## src/rtl/irq_flags_pkg.sv

```systemverilog
// Constants, field positions and carrier types of the interrupt flag block
package irq_flags_pkg;

  localparam int ADDR_W = 4;
  localparam int DATA_W = 16;

  // Register word indices
  localparam logic [3:0] CTL_ONE_OFS    = 4'h0;
  localparam logic [3:0] CTL_TWO_OFS    = 4'h1;
  localparam logic [3:0] FLAGS_ZERO_OFS = 4'h2;
  localparam logic [3:0] FLAGS_ONE_OFS  = 4'h3;
  localparam logic [3:0] FLAGS_TWO_OFS  = 4'h4;
  localparam logic [3:0] FLAGS_THR_OFS  = 4'h5;
  localparam logic [3:0] EVT_STAT_OFS   = 4'h6;
  localparam logic [3:0] EVT_MASK_OFS   = 4'h7;

  // First control register
  localparam int ADDR_FAULT_BIT = 3;
  localparam int STACK_FAULT_BIT = 2;
  localparam int OSC_LOSS_BIT   = 1;
  localparam logic [15:0] CTL_ONE_MASK = 16'h000e;

  // Second control register
  localparam int ALT_VT_BIT     = 15;
  localparam int HOLDOFF_BIT    = 14;
  localparam int EXT2_POL_BIT   = 2;
  localparam int EXT1_POL_BIT   = 1;
  localparam int EXT0_POL_BIT   = 0;
  localparam logic [15:0] CTL_TWO_MASK = 16'hc007;
  localparam logic [15:0] CTL_TWO_WMASK = 16'h8007;

  // Flag register zero
  localparam int ADC_DONE_BIT   = 13;
  localparam int UART_TX_BIT    = 12;
  localparam int UART_RX_BIT    = 11;
  localparam int SPI_EVENT_BIT  = 10;
  localparam int SPI_FAULT_BIT  = 9;
  localparam int TIMER3_BIT     = 8;
  localparam int TIMER2_BIT     = 7;
  localparam int COMPARE2_BIT   = 6;
  localparam int CAPTURE2_BIT   = 5;
  localparam int TIMER1_BIT     = 3;
  localparam int COMPARE1_BIT   = 2;
  localparam int CAPTURE1_BIT   = 1;
  localparam int EXT_ZERO_BIT   = 0;
  localparam logic [15:0] FLAGS_ZERO_MASK = 16'h3fef;

  // Flag register one
  localparam int EXT_TWO_BIT    = 13;
  localparam int TIMER5_BIT     = 12;
  localparam int TIMER4_BIT     = 11;
  localparam int EXT_ONE_BIT    = 4;
  localparam int PIN_CHANGE_BIT = 3;
  localparam int COMPARATOR_BIT = 2;
  localparam int I2C_MASTER_BIT = 1;
  localparam int I2C_SLAVE_BIT  = 0;
  localparam logic [15:0] FLAGS_ONE_BASE  = 16'h201f;
  localparam logic [15:0] FLAGS_ONE_LARGE = 16'h1800;

  // Flag register two
  localparam int CAPTURE3_BIT   = 5;
  localparam logic [15:0] FLAGS_TWO_MASK = 16'h0020;

  // Flag register three
  localparam int PWM_FAULT_A_BIT = 15;
  localparam int RTC_EVENT_BIT   = 14;
  localparam int PWM_PERIOD_BIT  = 9;
  localparam logic [15:0] FLAGS_THR_BASE  = 16'h4000;
  localparam logic [15:0] FLAGS_THR_MOTOR = 16'h8200;

  // Event status and mask layout
  localparam int EVT_TRAP_BIT   = 0;
  localparam int EVT_EXT_BIT    = 1;
  localparam int EVT_PERIPH_BIT = 2;
  localparam int EVT_W          = 3;

  localparam logic [15:0] RESET_WORD = 16'h0000;

  typedef struct packed {
    logic [3:0]  addr;
    logic [15:0] wdata;
    logic        wr;
    logic        rd;
  } bus_req_type;

  typedef struct packed {
    logic addr_fault;
    logic stack_fault;
    logic osc_loss;
  } trap_req_type;

  typedef struct packed {
    logic adc_done;
    logic uart_tx;
    logic uart_rx;
    logic spi_event;
    logic spi_fault;
    logic timer_three;
    logic timer_two;
    logic compare_two;
    logic capture_two;
    logic timer_one;
    logic compare_one;
    logic capture_one;
    logic timer_five;
    logic timer_four;
    logic pin_change;
    logic comparator;
    logic i2c_master_event;
    logic i2c_slave_event;
    logic capture_three;
    logic pwm_fault_a;
    logic rtc_event;
    logic pwm_period;
  } periph_req_type;

  typedef struct packed {
    logic [15:0] zero;
    logic [15:0] one;
    logic [15:0] two;
    logic [15:0] three;
  } flag_bank_type;

  typedef struct packed {
    logic [2:0] sync1;
    logic [2:0] sync2;
    logic [2:0] prev;
    logic [2:0] edge_seen;
  } edge_state_type;

endpackage

```

## src/rtl/ext_edge_catcher.sv

```systemverilog
// Synchroniser and polarity-selected edge detector for the external pins
`timescale 1ns/1ps
module ext_edge_catcher (
  input  wire logic       clk,
  input  wire logic       rst,
  input  wire logic [2:0] pin,
  input  wire logic [2:0] falling_sel,
  output logic      [2:0] edge_pulse
);

  irq_flags_pkg::edge_state_type state_reg;
  irq_flags_pkg::edge_state_type state_next;

  always_comb begin
    state_next = state_reg;
    // sync1 feeds only sync2
    state_next.sync1 = pin;
    state_next.sync2 = state_reg.sync1;
    state_next.prev  = state_reg.sync2;
    for (int i = 0; i < 3; i++) begin
      // One pulse per qualifying edge of the synchronised level
      if (falling_sel[i]) begin
        state_next.edge_seen[i] = state_reg.prev[i] & ~state_reg.sync2[i];
      end else begin
        state_next.edge_seen[i] = ~state_reg.prev[i] & state_reg.sync2[i];
      end
    end
  end

  always_ff @(posedge clk or posedge rst) begin
    if (rst) begin
      state_reg <= '0;
    end else begin
      state_reg <= state_next;
    end
  end

  assign edge_pulse = state_reg.edge_seen;

endmodule

```

## src/rtl/interrupt_flag_and_control_regs.sv

```systemverilog
// Interrupt request flags, trap status and global interrupt control
//
// Functional notes
// - Address fault trap sets control one bit 3
// - Stack fault trap sets control one bit 2
// - Oscillator loss trap sets control one bit 1
// - Unimplemented bits read zero, ignore writes
// - Bit 15 selects alternate vector table
// - Bit 14 reads timed holdoff state
// - Polarity bits pick falling or rising edge
// - Flag bits read/write, reset zero, set on request
// - Flag zero upper byte layout
// - Flag zero lower byte layout
// - Flag one external, change, comparator, I2C
// - Timer four/five flags on large variants
// - Flag two holds only capture three
// - Fault A and period flags, motor variants
// - RTC flag sits below fault flag
// - Flags stay set until software clears
// - Per-source enable gating lives outside this block
`timescale 1ns/1ps
module interrupt_flag_and_control_regs #(
  parameter bit HAVE_LARGE_MEM = 1'b1,
  parameter bit HAVE_MOTOR_CTL = 1'b1
) (
  input  wire logic                          clk,
  input  wire logic                          rst,
  input  wire irq_flags_pkg::bus_req_type    bus,
  output logic                        [15:0] rdata,
  input  wire irq_flags_pkg::trap_req_type   trap,
  input  wire irq_flags_pkg::periph_req_type periph,
  input  wire logic                   [2:0]  ext_pin,
  input  wire logic                          holdoff_in_progress,
  output logic                               alt_vector_table_sel,
  output irq_flags_pkg::flag_bank_type       flags,
  output irq_flags_pkg::trap_req_type        trap_flags,
  output logic                               irq
);

  typedef struct packed {
    logic [15:0] ctl_one;
    logic [15:0] ctl_two;
    irq_flags_pkg::flag_bank_type bank;
    logic [2:0]  evt_status;
    logic [2:0]  evt_mask;
    logic [15:0] rdata;
  } regs_state_type;

  regs_state_type state_reg;
  regs_state_type state_next;

  logic [2:0] ext_edge;

  // Implemented bits of a register; also used for read-back
  function automatic logic [15:0] impl_mask(input logic [3:0] addr);
    logic [15:0] m;
    m = 16'h0000;
    unique case (addr)
      irq_flags_pkg::CTL_ONE_OFS: begin
        m = irq_flags_pkg::CTL_ONE_MASK;
      end
      irq_flags_pkg::CTL_TWO_OFS: begin
        m = irq_flags_pkg::CTL_TWO_MASK;
      end
      irq_flags_pkg::FLAGS_ZERO_OFS: begin
        m = irq_flags_pkg::FLAGS_ZERO_MASK;
      end
      irq_flags_pkg::FLAGS_ONE_OFS: begin
        m = irq_flags_pkg::FLAGS_ONE_BASE;
        if (HAVE_LARGE_MEM) begin
          m = m | irq_flags_pkg::FLAGS_ONE_LARGE;
        end
      end
      irq_flags_pkg::FLAGS_TWO_OFS: begin
        m = irq_flags_pkg::FLAGS_TWO_MASK;
      end
      irq_flags_pkg::FLAGS_THR_OFS: begin
        m = irq_flags_pkg::FLAGS_THR_BASE;
        if (HAVE_MOTOR_CTL) begin
          m = m | irq_flags_pkg::FLAGS_THR_MOTOR;
        end
      end
      irq_flags_pkg::EVT_STAT_OFS: begin
        m = 16'h0007;
      end
      irq_flags_pkg::EVT_MASK_OFS: begin
        m = 16'h0007;
      end
      default: begin
        m = 16'h0000;
      end
    endcase
    return m;
  endfunction

  // Software write value merged into the held value, then masked
  function automatic logic [15:0] write_merge(
    input logic [15:0] held,
    input logic [3:0]  addr,
    input logic [3:0]  target,
    input logic        wr,
    input logic [15:0] wdata,
    input logic [15:0] wmask
  );
    logic [15:0] v;
    v = held;
    if (wr && addr == target) begin
      v = (held & ~wmask) | (wdata & wmask);
    end
    return v & impl_mask(target);
  endfunction

  ext_edge_catcher edge_catcher (
    .clk         (clk),
    .rst         (rst),
    .pin         (ext_pin),
    .falling_sel (state_reg.ctl_two[2:0]),
    .edge_pulse  (ext_edge)
  );

  always_comb begin
    logic [15:0] set_zero;
    logic [15:0] set_one;
    logic [15:0] set_two;
    logic [15:0] set_thr;
    logic [15:0] set_ctl;
    logic [2:0]  evt_set;
    logic [15:0] word;
    set_zero = 16'h0000;
    set_one  = 16'h0000;
    set_two  = 16'h0000;
    set_thr  = 16'h0000;
    set_ctl  = 16'h0000;
    evt_set  = 3'h0;
    word     = 16'h0000;
    state_next = state_reg;

    // Trap status bits
    set_ctl[irq_flags_pkg::ADDR_FAULT_BIT]  = trap.addr_fault;
    set_ctl[irq_flags_pkg::STACK_FAULT_BIT] = trap.stack_fault;
    set_ctl[irq_flags_pkg::OSC_LOSS_BIT]    = trap.osc_loss;

    // Flag register zero
    set_zero[irq_flags_pkg::ADC_DONE_BIT]   = periph.adc_done;
    set_zero[irq_flags_pkg::UART_TX_BIT]    = periph.uart_tx;
    set_zero[irq_flags_pkg::UART_RX_BIT]    = periph.uart_rx;
    set_zero[irq_flags_pkg::SPI_EVENT_BIT]  = periph.spi_event;
    set_zero[irq_flags_pkg::SPI_FAULT_BIT]  = periph.spi_fault;
    set_zero[irq_flags_pkg::TIMER3_BIT]     = periph.timer_three;
    set_zero[irq_flags_pkg::TIMER2_BIT]     = periph.timer_two;
    set_zero[irq_flags_pkg::COMPARE2_BIT]   = periph.compare_two;
    set_zero[irq_flags_pkg::CAPTURE2_BIT]   = periph.capture_two;
    set_zero[irq_flags_pkg::TIMER1_BIT]     = periph.timer_one;
    set_zero[irq_flags_pkg::COMPARE1_BIT]   = periph.compare_one;
    set_zero[irq_flags_pkg::CAPTURE1_BIT]   = periph.capture_one;
    set_zero[irq_flags_pkg::EXT_ZERO_BIT]   = ext_edge[0];

    // Flag register one
    set_one[irq_flags_pkg::EXT_TWO_BIT]     = ext_edge[2];
    set_one[irq_flags_pkg::TIMER5_BIT]      = periph.timer_five;
    set_one[irq_flags_pkg::TIMER4_BIT]      = periph.timer_four;
    set_one[irq_flags_pkg::EXT_ONE_BIT]     = ext_edge[1];
    set_one[irq_flags_pkg::PIN_CHANGE_BIT]  = periph.pin_change;
    set_one[irq_flags_pkg::COMPARATOR_BIT]  = periph.comparator;
    set_one[irq_flags_pkg::I2C_MASTER_BIT]  = periph.i2c_master_event;
    set_one[irq_flags_pkg::I2C_SLAVE_BIT]   = periph.i2c_slave_event;

    // Flag registers two and three
    set_two[irq_flags_pkg::CAPTURE3_BIT]    = periph.capture_three;
    set_thr[irq_flags_pkg::PWM_FAULT_A_BIT] = periph.pwm_fault_a;
    set_thr[irq_flags_pkg::RTC_EVENT_BIT]   = periph.rtc_event;
    set_thr[irq_flags_pkg::PWM_PERIOD_BIT]  = periph.pwm_period;

    // Absent variant sources are dropped here so they never latch
    set_one = set_one & impl_mask(irq_flags_pkg::FLAGS_ONE_OFS);
    set_thr = set_thr & impl_mask(irq_flags_pkg::FLAGS_THR_OFS);

    // Hardware set wins over a software clear in the same cycle
    state_next.ctl_one = write_merge(state_reg.ctl_one, bus.addr,
      irq_flags_pkg::CTL_ONE_OFS, bus.wr, bus.wdata,
      irq_flags_pkg::CTL_ONE_MASK) | set_ctl;

    state_next.ctl_two = write_merge(state_reg.ctl_two, bus.addr,
      irq_flags_pkg::CTL_TWO_OFS, bus.wr, bus.wdata,
      irq_flags_pkg::CTL_TWO_WMASK);
    // Holdoff bit is read-only and follows the core's timer
    state_next.ctl_two[irq_flags_pkg::HOLDOFF_BIT] =
      holdoff_in_progress;

    state_next.bank.zero = write_merge(state_reg.bank.zero, bus.addr,
      irq_flags_pkg::FLAGS_ZERO_OFS, bus.wr, bus.wdata,
      16'hffff) | set_zero;
    state_next.bank.one = write_merge(state_reg.bank.one, bus.addr,
      irq_flags_pkg::FLAGS_ONE_OFS, bus.wr, bus.wdata,
      16'hffff) | set_one;
    state_next.bank.two = write_merge(state_reg.bank.two, bus.addr,
      irq_flags_pkg::FLAGS_TWO_OFS, bus.wr, bus.wdata,
      16'hffff) | set_two;
    state_next.bank.three = write_merge(state_reg.bank.three, bus.addr,
      irq_flags_pkg::FLAGS_THR_OFS, bus.wr, bus.wdata,
      16'hffff) | set_thr;

    // Event summary: write one to clear, set wins
    evt_set[irq_flags_pkg::EVT_TRAP_BIT]   = |set_ctl;
    evt_set[irq_flags_pkg::EVT_EXT_BIT]    = |ext_edge;
    evt_set[irq_flags_pkg::EVT_PERIPH_BIT] =
      |{set_zero, set_one, set_two, set_thr};
    if (bus.wr && bus.addr == irq_flags_pkg::EVT_STAT_OFS) begin
      state_next.evt_status = state_reg.evt_status & ~bus.wdata[2:0];
    end
    state_next.evt_status = state_next.evt_status | evt_set;
    if (bus.wr && bus.addr == irq_flags_pkg::EVT_MASK_OFS) begin
      state_next.evt_mask = bus.wdata[2:0];
    end

    // Read data stand in the cycle after the strobe only
    if (bus.rd) begin
      unique case (bus.addr)
        irq_flags_pkg::CTL_ONE_OFS: begin
          word = state_reg.ctl_one;
        end
        irq_flags_pkg::CTL_TWO_OFS: begin
          word = state_reg.ctl_two;
        end
        irq_flags_pkg::FLAGS_ZERO_OFS: begin
          word = state_reg.bank.zero;
        end
        irq_flags_pkg::FLAGS_ONE_OFS: begin
          word = state_reg.bank.one;
        end
        irq_flags_pkg::FLAGS_TWO_OFS: begin
          word = state_reg.bank.two;
        end
        irq_flags_pkg::FLAGS_THR_OFS: begin
          word = state_reg.bank.three;
        end
        irq_flags_pkg::EVT_STAT_OFS: begin
          word = {13'h0000, state_reg.evt_status};
        end
        irq_flags_pkg::EVT_MASK_OFS: begin
          word = {13'h0000, state_reg.evt_mask};
        end
        default: begin
          word = 16'h0000;
        end
      endcase
      state_next.rdata = word & impl_mask(bus.addr);
    end else begin
      state_next.rdata = irq_flags_pkg::RESET_WORD;
    end
  end

  always_ff @(posedge clk or posedge rst) begin
    if (rst) begin
      state_reg <= '0;
    end else begin
      state_reg <= state_next;
    end
  end

  assign rdata = state_reg.rdata;
  assign alt_vector_table_sel =
    state_reg.ctl_two[irq_flags_pkg::ALT_VT_BIT];
  // Raw flags go to the enable logic, which gates them per source
  assign flags = state_reg.bank;
  assign trap_flags.addr_fault =
    state_reg.ctl_one[irq_flags_pkg::ADDR_FAULT_BIT];
  assign trap_flags.stack_fault =
    state_reg.ctl_one[irq_flags_pkg::STACK_FAULT_BIT];
  assign trap_flags.osc_loss =
    state_reg.ctl_one[irq_flags_pkg::OSC_LOSS_BIT];
  assign irq = |(state_reg.evt_status & state_reg.evt_mask);

endmodule

```

## config.mk

```make
export PLATFORM = sky130hd
export DESIGN_NAME = interrupt_flag_and_control_regs
export DESIGN_NICKNAME = d
export VERILOG_FILES = /design/src/rtl/irq_flags_pkg.sv /design/src/rtl/ext_edge_catcher.sv /design/src/rtl/interrupt_flag_and_control_regs.sv
export SDC_FILE = /design/constraint.sdc
export NUM_CORES = 1
export LEC_CHECK = 0
export ABC_CLOCK_PERIOD_IN_PS = 1950
export BUFFER_PORTS_ARGS = -buffer_cell sky130_fd_sc_hd__buf_2
export CORE_UTILIZATION = 40
export CTS_CLUSTER_DIAMETER = 100
export DETAILED_ROUTE_END_ITERATION = 7
export PLACE_DENSITY = 0.68
export SYNTH_ARGS = -nofsm -noshare
export SYNTH_HDL_FRONTEND = slang
export SYNTH_SLANG_ARGS = --single-unit
```

## constraint.sdc

```tcl
create_clock -name clk -period 1.95 [get_ports clk]
set_input_delay 0.0975 -clock clk [delete_from_list [all_inputs] [get_ports clk]]
set_output_delay 0.0975 -clock clk [all_outputs]
set_load 0.005 [all_outputs]
```

==> results of run 1 <==
power by group through the flow:
stage	sequential (W)	combinational [W]	clock, W
after CTS	0.00153	0.000402	0.00118
after floorplan	0.00153	0.000294	0
after global routing	0.00154	0.000446	0.00124
final	0.00153	0.000401	0.00115
after global placement	0.00155	0.000348	0
after detailed placement	0.00155	0.000353	0
final cells by class:
class | count | area (µm²) | share of cell area [%]
clock buffer | 13 | 159 | 3.87
clock inverter | 2 | 35.0 | 0.854
inverter | 6 | 22.5 | 0.549
multi-input combinational | 192 | 1240 | 30.3
sequential | 67 | 1680 | 40.9
tap | 105 | 131 | 3.20
timing repair buffer | 132 | 833 | 20.3
metrics by stage:
| stage | utilization (%) | hold WS [ns] |
|---|---|---|
| global placement | 43.2 | 0.195 |
| floorplan | - | 0.129 |
| global route | 49.2 | 0.00734 |
| finish | 49.2 | 0.0159 |
| detailed placement | 43.2 | 0.200 |
| CTS | 49.2 | 0.00823 |
cells in the final DEF, fill, tap and decap left out, types with 6 or more instances in the layout:
master	synthesis	layout
and3_1	28	28
nand2b_1	6	6
dlygate4sd3_1	0	30
clkbuf_8	0	11
nor2_1	8	8
dfrtp_1	67	67
mux2_2	11	11
nand2_1	6	6
nand3_1	11	11
buf_2	4	98
conb_1	1	39
a211o_1	27	27
worst register-to-register path: cells and delay by family (launching register included):
kind	cells	cell delay, ns
AOI/OAI and AO/OA	2	0.45
and+or+nand+nor	1	0.36
DFF	1	0.40
per-layer routing:
layer	global-route usage, %	up-vias	part of all wire, %
met1	26.6	1294	43
met3	5.13	15	8.2
li1	-	1187	-
met2	29.1	129	47
met4	7.46	0	1.8
met5	0	-	0
logic make-up after synthesis:
kind of cell / share of synthesized area, %
buffers and inverters: 21.0
and+or+nand+nor: 14.8
DFF: 47.7
AOI/OAI and AO/OA: 11.5
muxes: 4.95
other: 0.107
how the worst max path moves through the flow:
stage                        from              endpoint  slack (ns)  depth (start not counted)
global placement          bus[20]             flags[43]        0.50                          5
CTS                 state_reg[21]                   irq        0.42                          3
detailed placement        bus[19]         state_reg[19]        0.43                          5
floorplan                     rst  alt_vector_table_sel        0.17                          1
finish              state_reg[21]                   irq        0.45                          3
global route        state_reg[21]                   irq        0.38                          3
==> results.md, run 1 <==
- Die Width: 95.7 µm
- Ranking of synthesized cells by instance count: buf_4, dfrtp_1, and3_1
- Post-synth EDFFs: 0
- Sequential-to-total area share from yosys stat: 47.7%
- Layout Skew: 0.00756 ns
- Layout cells sized above 1: 32.0%
- RR Endpoint: rdata[2]
- Synth Warn #: 0
- Area grow syn2layout: 16.7%
- RSZ-0062 raised after global routing: no
- Routed WL: 8.42 mm
- Detail Placement HPWL: 6.07 mm
- Netlist cell types: 40
- R2R Path Start: flags[34]
- WP data required: 1.85 ns
- Synth Instances: 322
- Yosys top cell by area: dfrtp_1
- Max incr delay on CP: 0.42 ns
- Outcome: complete, no violations
- LEAKAGE: 1.97 nW
- Register share of total power: 49.7%
- Share of the synthesized area in the top cell type: 47.7%
- First-pass detailed-route iteration total: 5
- Routed Antenna Nets: 0
- Critical path's slowest cell: dfrtp_1
- Pwr dens: 750 nW/µm²
- Max reg flops: 25
- Max clock buf depth: 2
- Tot Pwr: 0.00307 W
- DR DRC count: 0
- Post-Route Setup TNS: 0 ns
- Core Area: 8340 µm²
- Fillers: 785
- Vias per cell: 5.08
- Post-Layout Cell Count: 517
- Element type at the critical path start: flip-flop
- FP Rows: 33
- Crit path DAT: 1.40 ns
- Switching Fraction: 24.6%
- Synth top area cells: dfrtp_1, buf_4, a211o_1
- Worst Hold End: alt_vector_table_sel
- Dpl ws: 0.427 ns
- Post-route cell area: 4100 µm²
- Worst hold start: bus[17]
- Overflow after GRT: 0
- CTS Sinks: 67
- Fin crit share: 76.7%
- Final Hold Viols: 0
- Starting Density: 42.1%
- CTS root buffer: clkbuf_8
- Yosys reg bits: 67
- NetSw: 0.000758 W
- Cell area after synthesis: 3510 µm²
- Placed cell areas: 3610 µm²
- Clk pwr share: 37.3%
- Ant diodes: 0
- R2R Setup Slk: 0.67 ns
- Clk slew on worst S/H paths: 0.07 ns
- Hold Crit Class: in -> reg
- Post-CTS Hold Fix Bufs: 30
- Ports: 138
- CP Cell Sequence: a222oi_1, inv_1, buf_2
- Number of buffers created by CTS: 9
- Int Pwr: 0.00232 W
- Count leader, synth: buf_4
- Largest net degree at the start of global routing: 68
- Vias in the first global route: 2413
- Setup CP Type: reg -> out
- Setup Viol. Count Final: 0
- Initial antenna violation count: 0
- RD Place Congestion: 0.875
- Placed insts: 472
- Final nets: 461
- Setup Fix Bufs, Post-CTS: 0
- Post-layout min period: 1.50 ns
- Final setup margin: 0.454 ns
- Final Slew Violations: 0
- MaxCap Viol Count: 0
- Vias: 2625
- Cell count of the worst reg-to-reg path: 3
- Htree depth: 3
- DIE AREA: 9170 µm²
- Primary FF master, synth: dfrtp_1
- Buffer and inverter count on the worst path: 2
- Mean area per synthesized cell: 10.9 µm²
- Gate power share: 13.0%
- IO Port Bufs: 98
- Measured slew at the worst slew-check pin: 0.519 ns
- Worst Path Max Fanout: 3
- Post-synth ARST share: 100%
- CP top delay family: flip-flops
- Hold Path Cell Cnt: 2
- Die span in y: 95.7 µm
- Peak Freq: 668 MHz
- First-pass GRT wire length: 12.7 mm
- Rel. slew slack: 65.4%
- DRT iter0 DRCs: 177
- WL/cell: 16.3 µm
- Worst skew pair latency: 0.34 ns
- Post-cts sizing count: 0
- Crit. End Element: primary output
- Max IR drop VDD: 0.457 mV
- Tot GR Track Use: 19.3%
- CTS tree: built
(Power assumes the default switching activity.)
==> run 2, diff against run 1 <==
--- a/config.mk
+++ b/config.mk
@@ -5,7 +5,7 @@
 export SDC_FILE = /design/constraint.sdc
 export NUM_CORES = 1
 export LEC_CHECK = 0
-export ABC_CLOCK_PERIOD_IN_PS = 1950
+export ABC_CLOCK_PERIOD_IN_PS = 1510
 export BUFFER_PORTS_ARGS = -buffer_cell sky130_fd_sc_hd__buf_2
 export CORE_UTILIZATION = 40
 export CTS_CLUSTER_DIAMETER = 100
==> constraint.sdc (replaced) <==
create_clock -name clk -period 1.51 [get_ports clk]
set_input_delay 0.0755 -clock clk [delete_from_list [all_inputs] [get_ports clk]]
set_output_delay 0.0755 -clock clk [all_outputs]
set_load 0.005 [all_outputs]
==> run 2 against run 1 <==
Effect of this change:
- first-iteration DRC count shrank 24%
- clock skew grew 0.0011 ns
- register-to-register slack lost 0.46 ns
- final cell count grew 2.1%
- worst setup slack lost 0.40 ns
- count of clock-buffer cells in the layout shrank 2
- sequential cell count is the same
- global-route usage grew 0.76 points
- clock power grew 65%
- routed wire length grew 1.6%
- critical path depth grew 3
- critical endpoint is now flags[32]
- largest cell class unchanged
- largest power group unchanged
==> results.md, run 2 (synthesized netlist as in run 1, its figures left out) <==
- Final nets: 471
- First-pass detailed-route iteration total: 4
- Setup CP Type: in -> reg
- Register share of total power: 44.6%
- DIE AREA: 9170 µm²
- Crit path DAT: 1.70 ns
- Switching Fraction: 23.9%
- Worst Path Max Fanout: 7
- Largest net degree at the start of global routing: 68
- DR DRC count: 0
- R2R Setup Slk: 0.21 ns
- Clk slew on worst S/H paths: 0.07 ns
- Post-Route Setup TNS: 0 ns
- Ant diodes: 0
- Ports: 138
- Fin crit share: 96.7%
- Vias per cell: 4.95
- Clk pwr share: 43.1%
- Initial antenna violation count: 0
- CTS root buffer: clkbuf_8
- First-pass GRT wire length: 13.5 mm
- Max incr delay on CP: 0.53 ns
- RSZ-0062 raised after global routing: no
- LEAKAGE: 2.05 nW
- Hold Path Cell Cnt: 3
- Routed WL: 8.56 mm
- CTS tree: built
- Max clock buf depth: 2
- R2R Path Start: flags[34]
- Htree depth: 3
- Layout Skew: 0.00863 ns
- Worst skew pair latency: 0.35 ns
- Buffer and inverter count on the worst path: 3
- NetSw: 0.00106 W
- Setup Viol. Count Final: 0
- IO Port Bufs: 98
- Die Width: 95.7 µm
- Detail Placement HPWL: 6.24 mm
- Placed cell areas: 3670 µm²
- Post-route cell area: 4270 µm²
- RR Endpoint: rdata[2]
- MaxCap Viol Count: 0
- Pwr dens: 1040 nW/µm²
- Vias in the first global route: 2628
- CP Cell Sequence: dlygate4sd3_1, buf_2, and2_1, buf_4, a21oi_1, a311o_1
- Most common cell after layout, fill and taps aside: buf_2
- Critical path's slowest cell: dlygate4sd3_1
- Max reg flops: 25
- Element type at the critical path start: primary input
- Max IR drop VDD: 0.628 mV
- Vias: 2613
- Overflow after GRT: 0
- Crit. End Element: flip-flop
- Cell count of the worst reg-to-reg path: 3
- Final Slew Violations: 0
- RD Place Congestion: 0.865
- DRT iter0 DRCs: 134
- CTS Sinks: 67
- Tot GR Track Use: 20.1%
- Area grow syn2layout: 21.5%
- Layout cells sized above 1: 33.6%
- Worst hold start: bus[0]
- Starting Density: 42.1%
- CP top delay family: buffers and inverters
- Die span in y: 95.7 µm
- Outcome: complete, no violations
- Routed Antenna Nets: 0
- WL/cell: 16.2 µm
- Peak Freq: 685 MHz
- Post-layout min period: 1.46 ns
- FP Rows: 33
- Hold Crit Class: in -> reg
- Gate power share: 12.3%
- Int Pwr: 0.00336 W
- Tot Pwr: 0.00442 W
- Core Area: 8340 µm²
- Commonest cells after routing, fill and taps aside: buf_2, dfrtp_1, conb_1
- WP data required: 1.75 ns
- Worst Hold End: rdata[4]
- Final Hold Viols: 0
- Number of buffers created by CTS: 9
==> run 2: power by group through the flow <==
stage | registers [W] | logic [W] | clock network (W)
floorplan | 0.00198 | 0.000380 | 0
global placement | 0.00200 | 0.000469 | 0
detailed placement | 0.00201 | 0.000475 | 0
CTS | 0.00197 | 0.000543 | 0.00194
global route | 0.00198 | 0.000606 | 0.00203
finish | 0.00197 | 0.000544 | 0.00190
==> run 2: layout make-up <==
type | count | area [µm²]
flip-flops and latches | 67 | 1680
well taps | 105 | 131
inverters | 6 | 26.3
fillers | 783 | 4070
clock buffers | 11 | 151
multi-input cells | 192 | 1250
clock inverters | 5 | 108
repair buffers | 142 | 928
==> run 2: stage by stage <==
step / hold WS [ns] / utilization (%) / instances / setup WS (ns)
after floorplan: 0.107 / - / 360 / 0.356
after global placement: 0.185 / 44.0 / 478 / 0.223
after detailed placement: 0.185 / 44.0 / 478 / 0.169
after CTS: 0.0260 / 51.1 / 527 / 0.0340
after global routing: 0.0423 / 51.2 / 528 / 0.00631
final: 0.0397 / 51.2 / 528 / 0.0492
==> run 2: worst max path at each step <==
stage	startpoint	end	slack, ns	cells past startpoint
6_report	bus[18]	flags[32]	0.05	6
5_1_grt	state_reg[18]	irq	0.006	3
4_1_cts	state_reg[21]	irq	0.03	3
3_5_place_dp	bus[20]	state_reg[88]	0.17	5
3_3_place_gp	bus[20]	state_reg[88]	0.22	5
2_1_floorplan	flags[34]	rdata[2]	0.36	3
==> run 2: worst reg2reg max path, cell delays in order, from the launching register on <==
cell and delay (ns):
dfrtp_1 0.41, or3b_1 0.37, a221o_1 0.32, a21oi_1 0.12
==> run 2: repair_timing <==
item                                    in CTS  in global routing
endpoints found under the hold margin       99                  0
endpoints found under the setup margin       0                  4
setup buffers                                0                  1
gates resized for setup                      0                  1
hold buffers                                33                  0
==> run 2: per-layer routing <==
metal	track usage, %	share of wire (%)
met4	7.21	2.0
met2	32.7	48
met3	5.53	7.4
met5	0	0
met1	25.6	43
